File: config.mk
export PLATFORM = sky130hd
export DESIGN_NAME = daa_irq_mask_watchdog_ctrl
export DESIGN_NICKNAME = d
export VERILOG_FILES = /design/src/daa_irq_mask_watchdog_ctrl.v
export VERILOG_INCLUDE_DIRS = /design/src
export SDC_FILE = /design/constraint.sdc
export NUM_CORES = 1
export LEC_CHECK = 0
export BUFFER_PORTS_ARGS = -buffer_cell sky130_fd_sc_hd__buf_2
export CAP_MARGIN = 10
export CORE_ASPECT_RATIO = 0.8
export CORE_MARGIN = 2
export CORE_UTILIZATION = 30
export DETAILED_ROUTE_END_ITERATION = 10
export HOLD_SLACK_MARGIN = 0.02
export RECOVER_POWER = 50
export SYNTH_ARGS = -nofsm -noshare
export SYNTH_HDL_FRONTEND = slang
export SYNTH_SLANG_ARGS = --single-unit
File: constraint.sdc
create_clock -name i_clk -period 2.54 [get_ports i_clk]
set_input_delay 0.127 -clock i_clk [delete_from_list [all_inputs] [get_ports i_clk]]
set_output_delay 0.127 -clock i_clk [all_outputs]
set_load 0.005 [all_outputs]
File: src/daa_irq_map.vh
// register map, field positions, reset values and timing for the
// line-interface control block; assumes a 100 mhz device clock
`ifndef DAA_IRQ_MAP_VH
`define DAA_IRQ_MAP_VH

// register indices, byte address is four times the index
`define IDX_CTRL       8'h02
`define IDX_MASK       8'h03
`define IDX_FLAGS      8'h04
`define IDX_LINE       8'h05
`define ADDR_W         8
`define DATA_W         32
`define REG_W          8
`define N_BIT_SRC      6

// irq_watchdog_path_ctrl fields
`define B_IRQ_PIN_ON   7
`define B_IRQ_LEVEL    6
`define B_WDT_ON       4
`define B_RING_EDGE    2
`define B_HYBRID       1
`define B_RX_PATH      0
`define CTRL_WR_MASK   8'hd7
`define CTRL_RESET     8'h00

// irq_source_mask_bits and flag fields
`define B_RING         7
`define B_RX_OVL       6
`define B_LINK_LOCK    5
`define B_METER        4
`define B_DROPOUT      3
`define B_LOOP_FULL    2
`define B_POL_FLIP     0
`define SRC_MASK       8'hfd
`define MASK_RESET     8'h00
`define FLAGS_RESET    8'h00

// line register
`define B_LINE_SEIZE   0
`define LINE_RESET     8'h00

// watchdog window
`define WDT_TIME_MS    4000
`define CLK_KHZ        100000
`define WDT_W          29
`endif

File: src/daa_irq_mask_watchdog_ctrl.v
// interrupt pin control, source masking, access watchdog and path enables
// assumes an apb master on i_clk and detector levels from analog circuits,
// and software that clears event flags by writing 0 to them
//
// Our own choice: register access over APB.
`timescale 1ns/1ns
`include "daa_irq_map.vh"

module daa_irq_mask_watchdog_ctrl #(
   parameter [`WDT_W-1:0] WDT_CYCLES = `WDT_TIME_MS * `CLK_KHZ
) (
   // clock and reset
   input  wire                 i_clk,
   input  wire                 i_rst,
   // apb slave
   input  wire                 i_psel,
   input  wire                 i_penable,
   input  wire                 i_pwrite,
   input  wire [`ADDR_W-1:0]   i_paddr,
   input  wire [`DATA_W-1:0]   i_pwdata,
   output reg  [`DATA_W-1:0]   o_prdata,
   output wire                 o_pready,
   output wire                 o_pslverr,
   // detector inputs from the line side
   input  wire                 i_ring_active,
   input  wire                 i_rx_overload,
   input  wire                 i_link_unlocked,
   input  wire                 i_metering_tone,
   input  wire                 i_supply_dropout,
   input  wire [`REG_W-1:0]    i_loop_current_level,
   input  wire                 i_line_voltage_top,
   // line interface controls
   output reg                  o_irq,
   output reg                  o_line_seize,
   output reg                  o_hybrid_connect,
   output reg                  o_rx_path_on
);

   //*********************************************************************
   // decode
   //*********************************************************************
   function mapped;
      input [`ADDR_W-1:0] a;
      begin
         // a misaligned address is never mapped
         mapped = (a[1:0] == 2'h0) &&
                  (({2'h0, a[`ADDR_W-1:2]} == `IDX_CTRL) ||
                   ({2'h0, a[`ADDR_W-1:2]} == `IDX_MASK) ||
                   ({2'h0, a[`ADDR_W-1:2]} == `IDX_FLAGS) ||
                   ({2'h0, a[`ADDR_W-1:2]} == `IDX_LINE));
      end
   endfunction

   function hit;
      input [`ADDR_W-1:0] a;
      input [`ADDR_W-1:0] idx;
      begin
         hit = (a[1:0] == 2'h0) && (a[`ADDR_W-1:2] == idx[`ADDR_W-3:0]);
      end
   endfunction

   wire                access = i_psel & i_penable;
   wire                setup  = i_psel & ~i_penable;
   wire                wr     = access & i_pwrite & mapped(i_paddr);
   wire [`REG_W-1:0]   wdat   = i_pwdata[`REG_W-1:0];

   // the slave answers in the first access cycle, no wait states
   assign o_pready  = 1'b1;
   // unmapped offsets answer with an error and write no register; they still restart the watchdog window
   assign o_pslverr = access & ~mapped(i_paddr);

   //*********************************************************************
   // write strobes
   //*********************************************************************
   // one strobe per register, taken at the access edge
   wire                ctrl_wr = wr & hit(i_paddr, `IDX_CTRL);
   wire                mask_wr = wr & hit(i_paddr, `IDX_MASK);
   wire                line_wr = wr & hit(i_paddr, `IDX_LINE);

   //*********************************************************************
   // input synchronisers
   //*********************************************************************
   // levels only; the loop bus may skew one cycle across bits, which at
   // worst delays the all-ones event by a cycle
   // a two-cycle pulse is the shortest event sure to be seen
   localparam SYNC_W = `N_BIT_SRC + `REG_W;

   wire [SYNC_W-1:0] sync_in = {i_ring_active, i_rx_overload,
                                i_link_unlocked, i_metering_tone,
                                i_supply_dropout, i_line_voltage_top,
                                i_loop_current_level};
   reg  [SYNC_W-1:0] sync1_r;
   reg  [SYNC_W-1:0] sync2_r;

   // first stage, read by nothing but the second stage
   always @(posedge i_clk or posedge i_rst) begin
      if (i_rst) begin
         sync1_r <= {SYNC_W{1'b0}};
      end else begin
         sync1_r <= sync_in;
      end
   end

   // second stage, the only copy the logic below may use
   always @(posedge i_clk or posedge i_rst) begin
      if (i_rst) begin
         sync2_r <= {SYNC_W{1'b0}};
      end else begin
         sync2_r <= sync1_r;
      end
   end

   wire              ring_s    = sync2_r[SYNC_W-1];
   wire              ovl_s     = sync2_r[SYNC_W-2];
   wire              unlock_s  = sync2_r[SYNC_W-3];
   wire              meter_s   = sync2_r[SYNC_W-4];
   wire              drop_s    = sync2_r[SYNC_W-5];
   wire              lvtop_s   = sync2_r[SYNC_W-6];
   wire [`REG_W-1:0] lcs_s     = sync2_r[`REG_W-1:0];

   // previous samples for edge detection
   reg ring_d_r;
   reg lvtop_d_r;
   reg edge_prime_r;

   always @(posedge i_clk or posedge i_rst) begin
      if (i_rst) begin
         ring_d_r     <= 1'b0;
         lvtop_d_r    <= 1'b0;
         edge_prime_r <= 1'b0;
      end else begin
         ring_d_r     <= ring_s;
         lvtop_d_r    <= lvtop_s;
         edge_prime_r <= 1'b1;
      end
   end

   // only the first cycle after reset is masked, while the second stage still reads zero; an input high across reset counts as an edge
   wire ring_rise = edge_prime_r & ring_s & ~ring_d_r;
   wire ring_fall = edge_prime_r & ~ring_s & ring_d_r;
   wire pol_flip  = edge_prime_r & (lvtop_s ^ lvtop_d_r);
   // loop bus at full scale is a level event
   wire loop_full = &lcs_s;

   //*********************************************************************
   // control register
   //*********************************************************************
   reg  [`REG_W-1:0] ctrl_r;
   reg  [`REG_W-1:0] ctrl_nxt;

   always @* begin
      ctrl_nxt = ctrl_r;
      if (ctrl_wr) begin
         // reserved bits are dropped on write and read back as zero
         ctrl_nxt = wdat & `CTRL_WR_MASK;
         // sticky enable, only reset clears it
         ctrl_nxt[`B_WDT_ON] = ctrl_r[`B_WDT_ON] | wdat[`B_WDT_ON];
      end
   end

   always @(posedge i_clk or posedge i_rst) begin
      if (i_rst) begin
         ctrl_r <= `CTRL_RESET;
      end else begin
         ctrl_r <= ctrl_nxt;
      end
   end

   wire irq_pin_on  = ctrl_r[`B_IRQ_PIN_ON];
   wire irq_level   = ctrl_r[`B_IRQ_LEVEL];
   wire wdt_on      = ctrl_r[`B_WDT_ON];
   wire ring_dual   = ctrl_r[`B_RING_EDGE];

   //*********************************************************************
   // mask register
   //*********************************************************************
   reg  [`REG_W-1:0] mask_r;

   always @(posedge i_clk or posedge i_rst) begin
      if (i_rst) begin
         mask_r <= `MASK_RESET;
      end else if (mask_wr) begin
         // reserved bit 1 cannot be set, so it never gates a flag
         mask_r <= wdat & `SRC_MASK;
      end
   end

   //*********************************************************************
   // watchdog
   //*********************************************************************
   reg  [`WDT_W-1:0] wdt_cnt_r;
   reg  [`WDT_W-1:0] wdt_cnt_nxt;
   reg               wdt_fire;
   // held at zero while disabled, so enabling starts a full window
   wire              wdt_hold = ~wdt_on | access;
   // last idle cycle of the window
   wire              wdt_due  = (wdt_cnt_r >= WDT_CYCLES - 1'b1);

   always @* begin
      wdt_cnt_nxt = wdt_cnt_r;
      wdt_fire    = 1'b0;
      if (wdt_hold) begin
         // any completed access, writes included, restarts the window
         wdt_cnt_nxt = {`WDT_W{1'b0}};
      end else if (wdt_due) begin
         wdt_cnt_nxt = {`WDT_W{1'b0}};
         wdt_fire    = 1'b1;
      end else begin
         wdt_cnt_nxt = wdt_cnt_r + 1'b1;
      end
   end

   always @(posedge i_clk or posedge i_rst) begin
      if (i_rst) begin
         wdt_cnt_r <= {`WDT_W{1'b0}};
      end else begin
         wdt_cnt_r <= wdt_cnt_nxt;
      end
   end

   //*********************************************************************
   // line seize register
   //*********************************************************************
   reg  [`REG_W-1:0] line_r;
   reg  [`REG_W-1:0] line_nxt;

   always @* begin
      line_nxt = line_r;
      if (wdt_fire) begin
         line_nxt[`B_LINE_SEIZE] = 1'b0;
      end
      // only bit 0 is writable; the rest keep their reset zero
      if (line_wr) begin
         // a write also cancels expiry, so software wins here
         line_nxt[`B_LINE_SEIZE] = wdat[`B_LINE_SEIZE];
      end
   end

   always @(posedge i_clk or posedge i_rst) begin
      if (i_rst) begin
         line_r <= `LINE_RESET;
      end else begin
         line_r <= line_nxt;
      end
   end

   //*********************************************************************
   // event flags
   //*********************************************************************
   reg  [`REG_W-1:0] flags_r;
   reg  [`REG_W-1:0] flags_nxt;
   reg  [`REG_W-1:0] set_ev;
   wire              flag_wr = wr && hit(i_paddr, `IDX_FLAGS);
   // ring end counts only in dual mode with the start flag cleared,
   // so an unserviced start hides the end
   wire              ring_start_ev = ring_rise;
   wire              ring_end_ev   = ring_dual & ring_fall &
                                     ~flags_r[`B_RING];

   always @* begin
      set_ev = {`REG_W{1'b0}};
      set_ev[`B_RING] = ring_start_ev | ring_end_ev;
      // level sources re-set every cycle they stay high, so a clear
      // only sticks once the cause has gone
      set_ev[`B_RX_OVL]    = ovl_s;
      set_ev[`B_LINK_LOCK] = unlock_s;
      set_ev[`B_METER]     = meter_s;
      set_ev[`B_DROPOUT]   = drop_s;
      set_ev[`B_LOOP_FULL] = loop_full;
      set_ev[`B_POL_FLIP]  = pol_flip;
   end

   always @* begin
      flags_nxt = flags_r;
      if (flag_wr) begin
         // writing 0 clears, writing 1 leaves the flag alone
         flags_nxt = flags_r & wdat;
      end
      // a new event in the clearing cycle is kept
      flags_nxt = (flags_nxt | set_ev) & `SRC_MASK;
   end

   always @(posedge i_clk or posedge i_rst) begin
      if (i_rst) begin
         flags_r <= `FLAGS_RESET;
      end else begin
         flags_r <= flags_nxt;
      end
   end

   //*********************************************************************
   // interrupt pin and path outputs
   //*********************************************************************
   // per-source gating, reserved bit is zero in the mask
   wire [`REG_W-1:0] gated = flags_r & mask_r;
   wire              pend_src = |gated;
   wire              pend = pend_src & irq_pin_on;

   always @(posedge i_clk or posedge i_rst) begin
      if (i_rst) begin
         // rests high, matching the active-low default
         o_irq <= 1'b1;
      end else begin
         o_irq <= irq_level ? pend : ~pend;
      end
   end
   // the pin level above is the OR of pending sources gated by the pin enable bit, inverted while the level bit selects active low

   // path controls lag their bits by one edge, like the pin
   always @(posedge i_clk or posedge i_rst) begin
      if (i_rst) begin
         o_line_seize     <= 1'b0;
         o_hybrid_connect <= 1'b0;
         o_rx_path_on     <= 1'b0;
      end else begin
         o_line_seize     <= line_r[`B_LINE_SEIZE];
         o_hybrid_connect <= ctrl_r[`B_HYBRID];
         o_rx_path_on     <= ctrl_r[`B_RX_PATH];
      end
   end

   //*********************************************************************
   // read data
   //*********************************************************************
   // unmapped offsets and bits above the byte read as zero
   reg [`REG_W-1:0] rd_mux;

   always @* begin
      rd_mux = {`REG_W{1'b0}};
      if (hit(i_paddr, `IDX_CTRL)) begin
         rd_mux = ctrl_r;
      end else if (hit(i_paddr, `IDX_MASK)) begin
         rd_mux = mask_r;
      end else if (hit(i_paddr, `IDX_FLAGS)) begin
         rd_mux = flags_r;
      end else if (hit(i_paddr, `IDX_LINE)) begin
         rd_mux = line_r;
      end
   end

   // captured in the setup cycle so the access phase sees a flop value;
   // a flag set during the access phase shows on the next read
   always @(posedge i_clk or posedge i_rst) begin
      if (i_rst) begin
         o_prdata <= {`DATA_W{1'b0}};
      end else if (setup && !i_pwrite) begin
         o_prdata <= {{(`DATA_W-`REG_W){1'b0}}, rd_mux};
      end
   end

endmodule // daa_irq_mask_watchdog_ctrl

==> impl_results.md <==
* Ys flop type: dfrtp_1
* Cells on Worst Hold Path at 2
* Placed insts at 559
* First-pass DRT Iterations at 4
* Final setup vio count at 0
* Worst Setup SP: wdt_cnt_r[11]
* Initial cell density of the core at 0.3105
* Post-synth EDFFs at 0
* Buffers & Inverters on Critical Path at 1
* Cells after Synth at 340
* Internal at 2.296 mW
* Sequential share of power at 0.509
* CTS tree: yes
* RR Endpoint: wdt_cnt_r[18]
* Maximum vdd drop at 0.0003176 V
* Worst slew pin tran at 1.218 ns
* Worst rel slew slack at 0.1879
* RSZ-0062 raised after global routing: false
* I/O pins at 97
* NetSw at 0.7375 mW
* Syn Area/Cell at 11.84 µm²
* Slowest cell on crit path: dfrtp_1
* Crit-path max cell delay at 0.43 ns
* Dominant cells by area after synthesis: dfrtp_1 57%, buf_4 4.7%, xor2_1 4.6%
* Die Y-Extent at 107.6 µm
* Fin crit period at 1.902 ns
* Antenna Nets Post-Route at 0
* Fin worst setup slack at 0.6376 ns
* Num rows at 37
* Antenna diode count at 0
* Post-Layout Cell Count at 592
* Commonest non-fill, non-tap cells in the layout: 92 x dfrtp_1, 46 x buf_2, 41 x nor2_1
* CTS Buf Count at 9
* Remaining DRCs at 0
* Gr ovfl total at 0
* Crit path max fanout at 23
* Worst Skew at 0.007361 ns
* Fin Setup TNS at 0 ns
* Crit path DAT at 2.12 ns
* Reg clk slew, reported paths at 0.07 ns
* Post-CTS Setup Inserts at 0
* Final nets at 472
* CP cell instances: nor3_1 -> nand3_1 -> a211o_1 -> o21ai_1 -> buf_4 -> nor2_1
* Largest net degree at the start of global routing at 94
* Sw Ratio at 0.2431
* Worst hold endpoint: mask_r[6]
* Antenna violations before repair at 0
* DRT iter0 DRCs at 154
* Syn-to-layout area delta at 20.67%
* First-pass GRT wire length at 12,510 µm
* Dpl hpwl at 5319 µm
* Startpoint types: flip-flop
* Reg2reg start: wdt_cnt_r[11]
* Via count at 2,651
* Top achievable clock speed at 525.6 MHz
* Max cap viols at 0
* Vias per cell at 4.478
* Sequential element share of the synthesized area at 0.5785
* Clock root cell: clkbuf_16
* Hold path startpoint: i_pwdata[6]
* Routed len/inst at 12.86 µm
* Count of final hold-check violations at 0
* Leak pwr at 2.125 nW
* Setup crit end kind: flip-flop
* Clock sinks at 93
* Layout filler cell count at 1,260
* Yosys warns at 0
* Dpl ws at 0.6593 ns
* Slew Viols, Final at 0
* Worst R2R Setup Slack at 0.64 ns
* FFs w/ async S/R, synth at 1.000
* Die width at 133.5 µm
* Clock Power Share at 0.438
* WP data required at 2.76 ns
* Vias in the first global route at 2,544
* Later-pin clock latency in the skew report at 0.34 ns
* Comb power frac at 0.053
* CP top delay family: simple AND/OR/NAND/NOR gates
* Layout cells sized above 1 at 0.2350
* Total GRT Usage at 0.1126
* Routed wire length at 7611 µm
* Worst min-delay path class: input port to flip-flop
* Commonest non-fill, non-tap cell in the layout: dfrtp_1
* Library cells used by synthesis at 46
* Post-Syn Area at 4025 µm²
* Die ar. at 14,370 µm²
* Port buffer count at 47
* Yosys top cell by area: dfrtp_1
* H-tree Lvls at 3
* FF+latch count, synth at 93
* Reg2Reg Depth at 6
* CP Class: flip-flop to flip-flop
* Hold_ws at 0.04230 ns
* Final Wtd Congestion at 0.8108
* Core box area at 12,960 µm²
* Pwr dens at 624.6 nW/µm²
* Post-synth top area share at 0.5720
* Clock Tree Buf Depth at 2
* Final core occ at 0.3747
* Final period util at 0.7490
* Status: complete, no violations
## worst max-delay path by stage
stage / end / cells past startpoint
global placement: ctrl_r[0] / 5
global route: wdt_cnt_r[28] / 5
finish: wdt_cnt_r[18] / 6
floorplan: mask_r[0] / 5
detailed placement: wdt_cnt_r[18] / 6
CTS: wdt_cnt_r[18] / 6
## registers in the layout, summed over array words and instances (netlist names)
name              flops
wdt_cnt_r            29
sync1_r              14
sync2_r              14
o_prdata              8
flags_r               7
mask_r                7
ctrl_r                6
edge_prime_r          1
line_r                1
lvtop_d_r             1
o_hybrid_connect      1
o_irq                 1
o_line_seize          1
o_rx_path_on          1
ring_d_r              1
## final cells by class
cell class	count	area [µm²]	share of cell area
clock buffers	9	225.2	0.04637
clock inverters	7	78.83	0.01623
inverters	5	22.52	0.004637
multi-input cells	233	1534	0.3158
flip-flops and latches	93	2328	0.4794
well taps	175	219.0	0.04508
repair buffers	70	449.2	0.09248
## through the flow
| stage | cell area [µm²] | power [mW] |
|---|---|---|
| after detailed placement | 4397 | 1.723 |
| after global placement | 4397 | 1.718 |
| final | 4857 | 3.034 |
| after global routing | 4857 | 3.158 |
| after CTS | 4871 | 3.088 |
| after floorplan | 4119 | 1.671 |
## cell usage after synthesis, types with 2 or more instances
cell type / number
nor3_1: 4
conb_1: 2
nand2_1: 19
inv_1: 5
nor4_4: 3
buf_4: 25
xnor2_1: 7
and4_1: 6
mux2_2: 9
a211oi_1: 2
nor4bb_1: 2
a21oi_1: 8
nand2b_1: 5
mux2_4: 7
nand4_1: 12
buf_2: 4
a32oi_1: 2
nor2b_1: 4
xor2_1: 21
a22oi_1: 7
nand3_1: 14
o21ai_0: 12
clkbuf_1: 3
and3_1: 4
dfrtp_1: 92
nor2_1: 41
## layer usage
| metal | routed length, µm | share of wire | vias to the layer above | global-route usage |
|---|---|---|---|---|
| li1 | - | - | 1271 | - |
| met1 | 3716 | 0.49 | 1302 | 0.1497 |
| met2 | 3429 | 0.45 | 71 | 0.1742 |
| met3 | 386 | 0.051 | 7 | 0.03484 |
| met4 | 78 | 0.010 | 0 | 0.04027 |
| met5 | 0 | 0 | - | 0 |
## worst register-to-register path, stage by stage (launching register included)
cell,delay [ns]
dfrtp_1,0.43
nor3_1,0.32
nand3_1,0.16
a211o_1,0.31
o21ai_1,0.17
buf_4,0.29
nor2_1,0.10
## repair_timing
action,CTS,global route
gates resized for setup,0,0
hold endpoints to repair,108,0
hold buffers,17,0
## power by group through the flow
stage	sequential (mW)	combinational, mW	clock [mW]
detailed placement	1.57	0.149	0
finish	1.54	0.162	1.33
global route	1.55	0.184	1.43
floorplan	1.57	0.101	0
global placement	1.57	0.147	0
CTS	1.54	0.170	1.37
## cell families after synthesis
kind of cell,after synthesis,share of synthesized area
AND/OR/NAND/NOR,122,0.1747
AO/OA/AOI/OAI,39,0.06310
other,2,0.001866
adder cells (fa/ha/maj),1,0.003108
XOR/XNOR,28,0.06093
flip-flops,93,0.5785
buffers and inverters,38,0.06404
multiplexers,17,0.05378
Power figures use the tool's default switching activity.
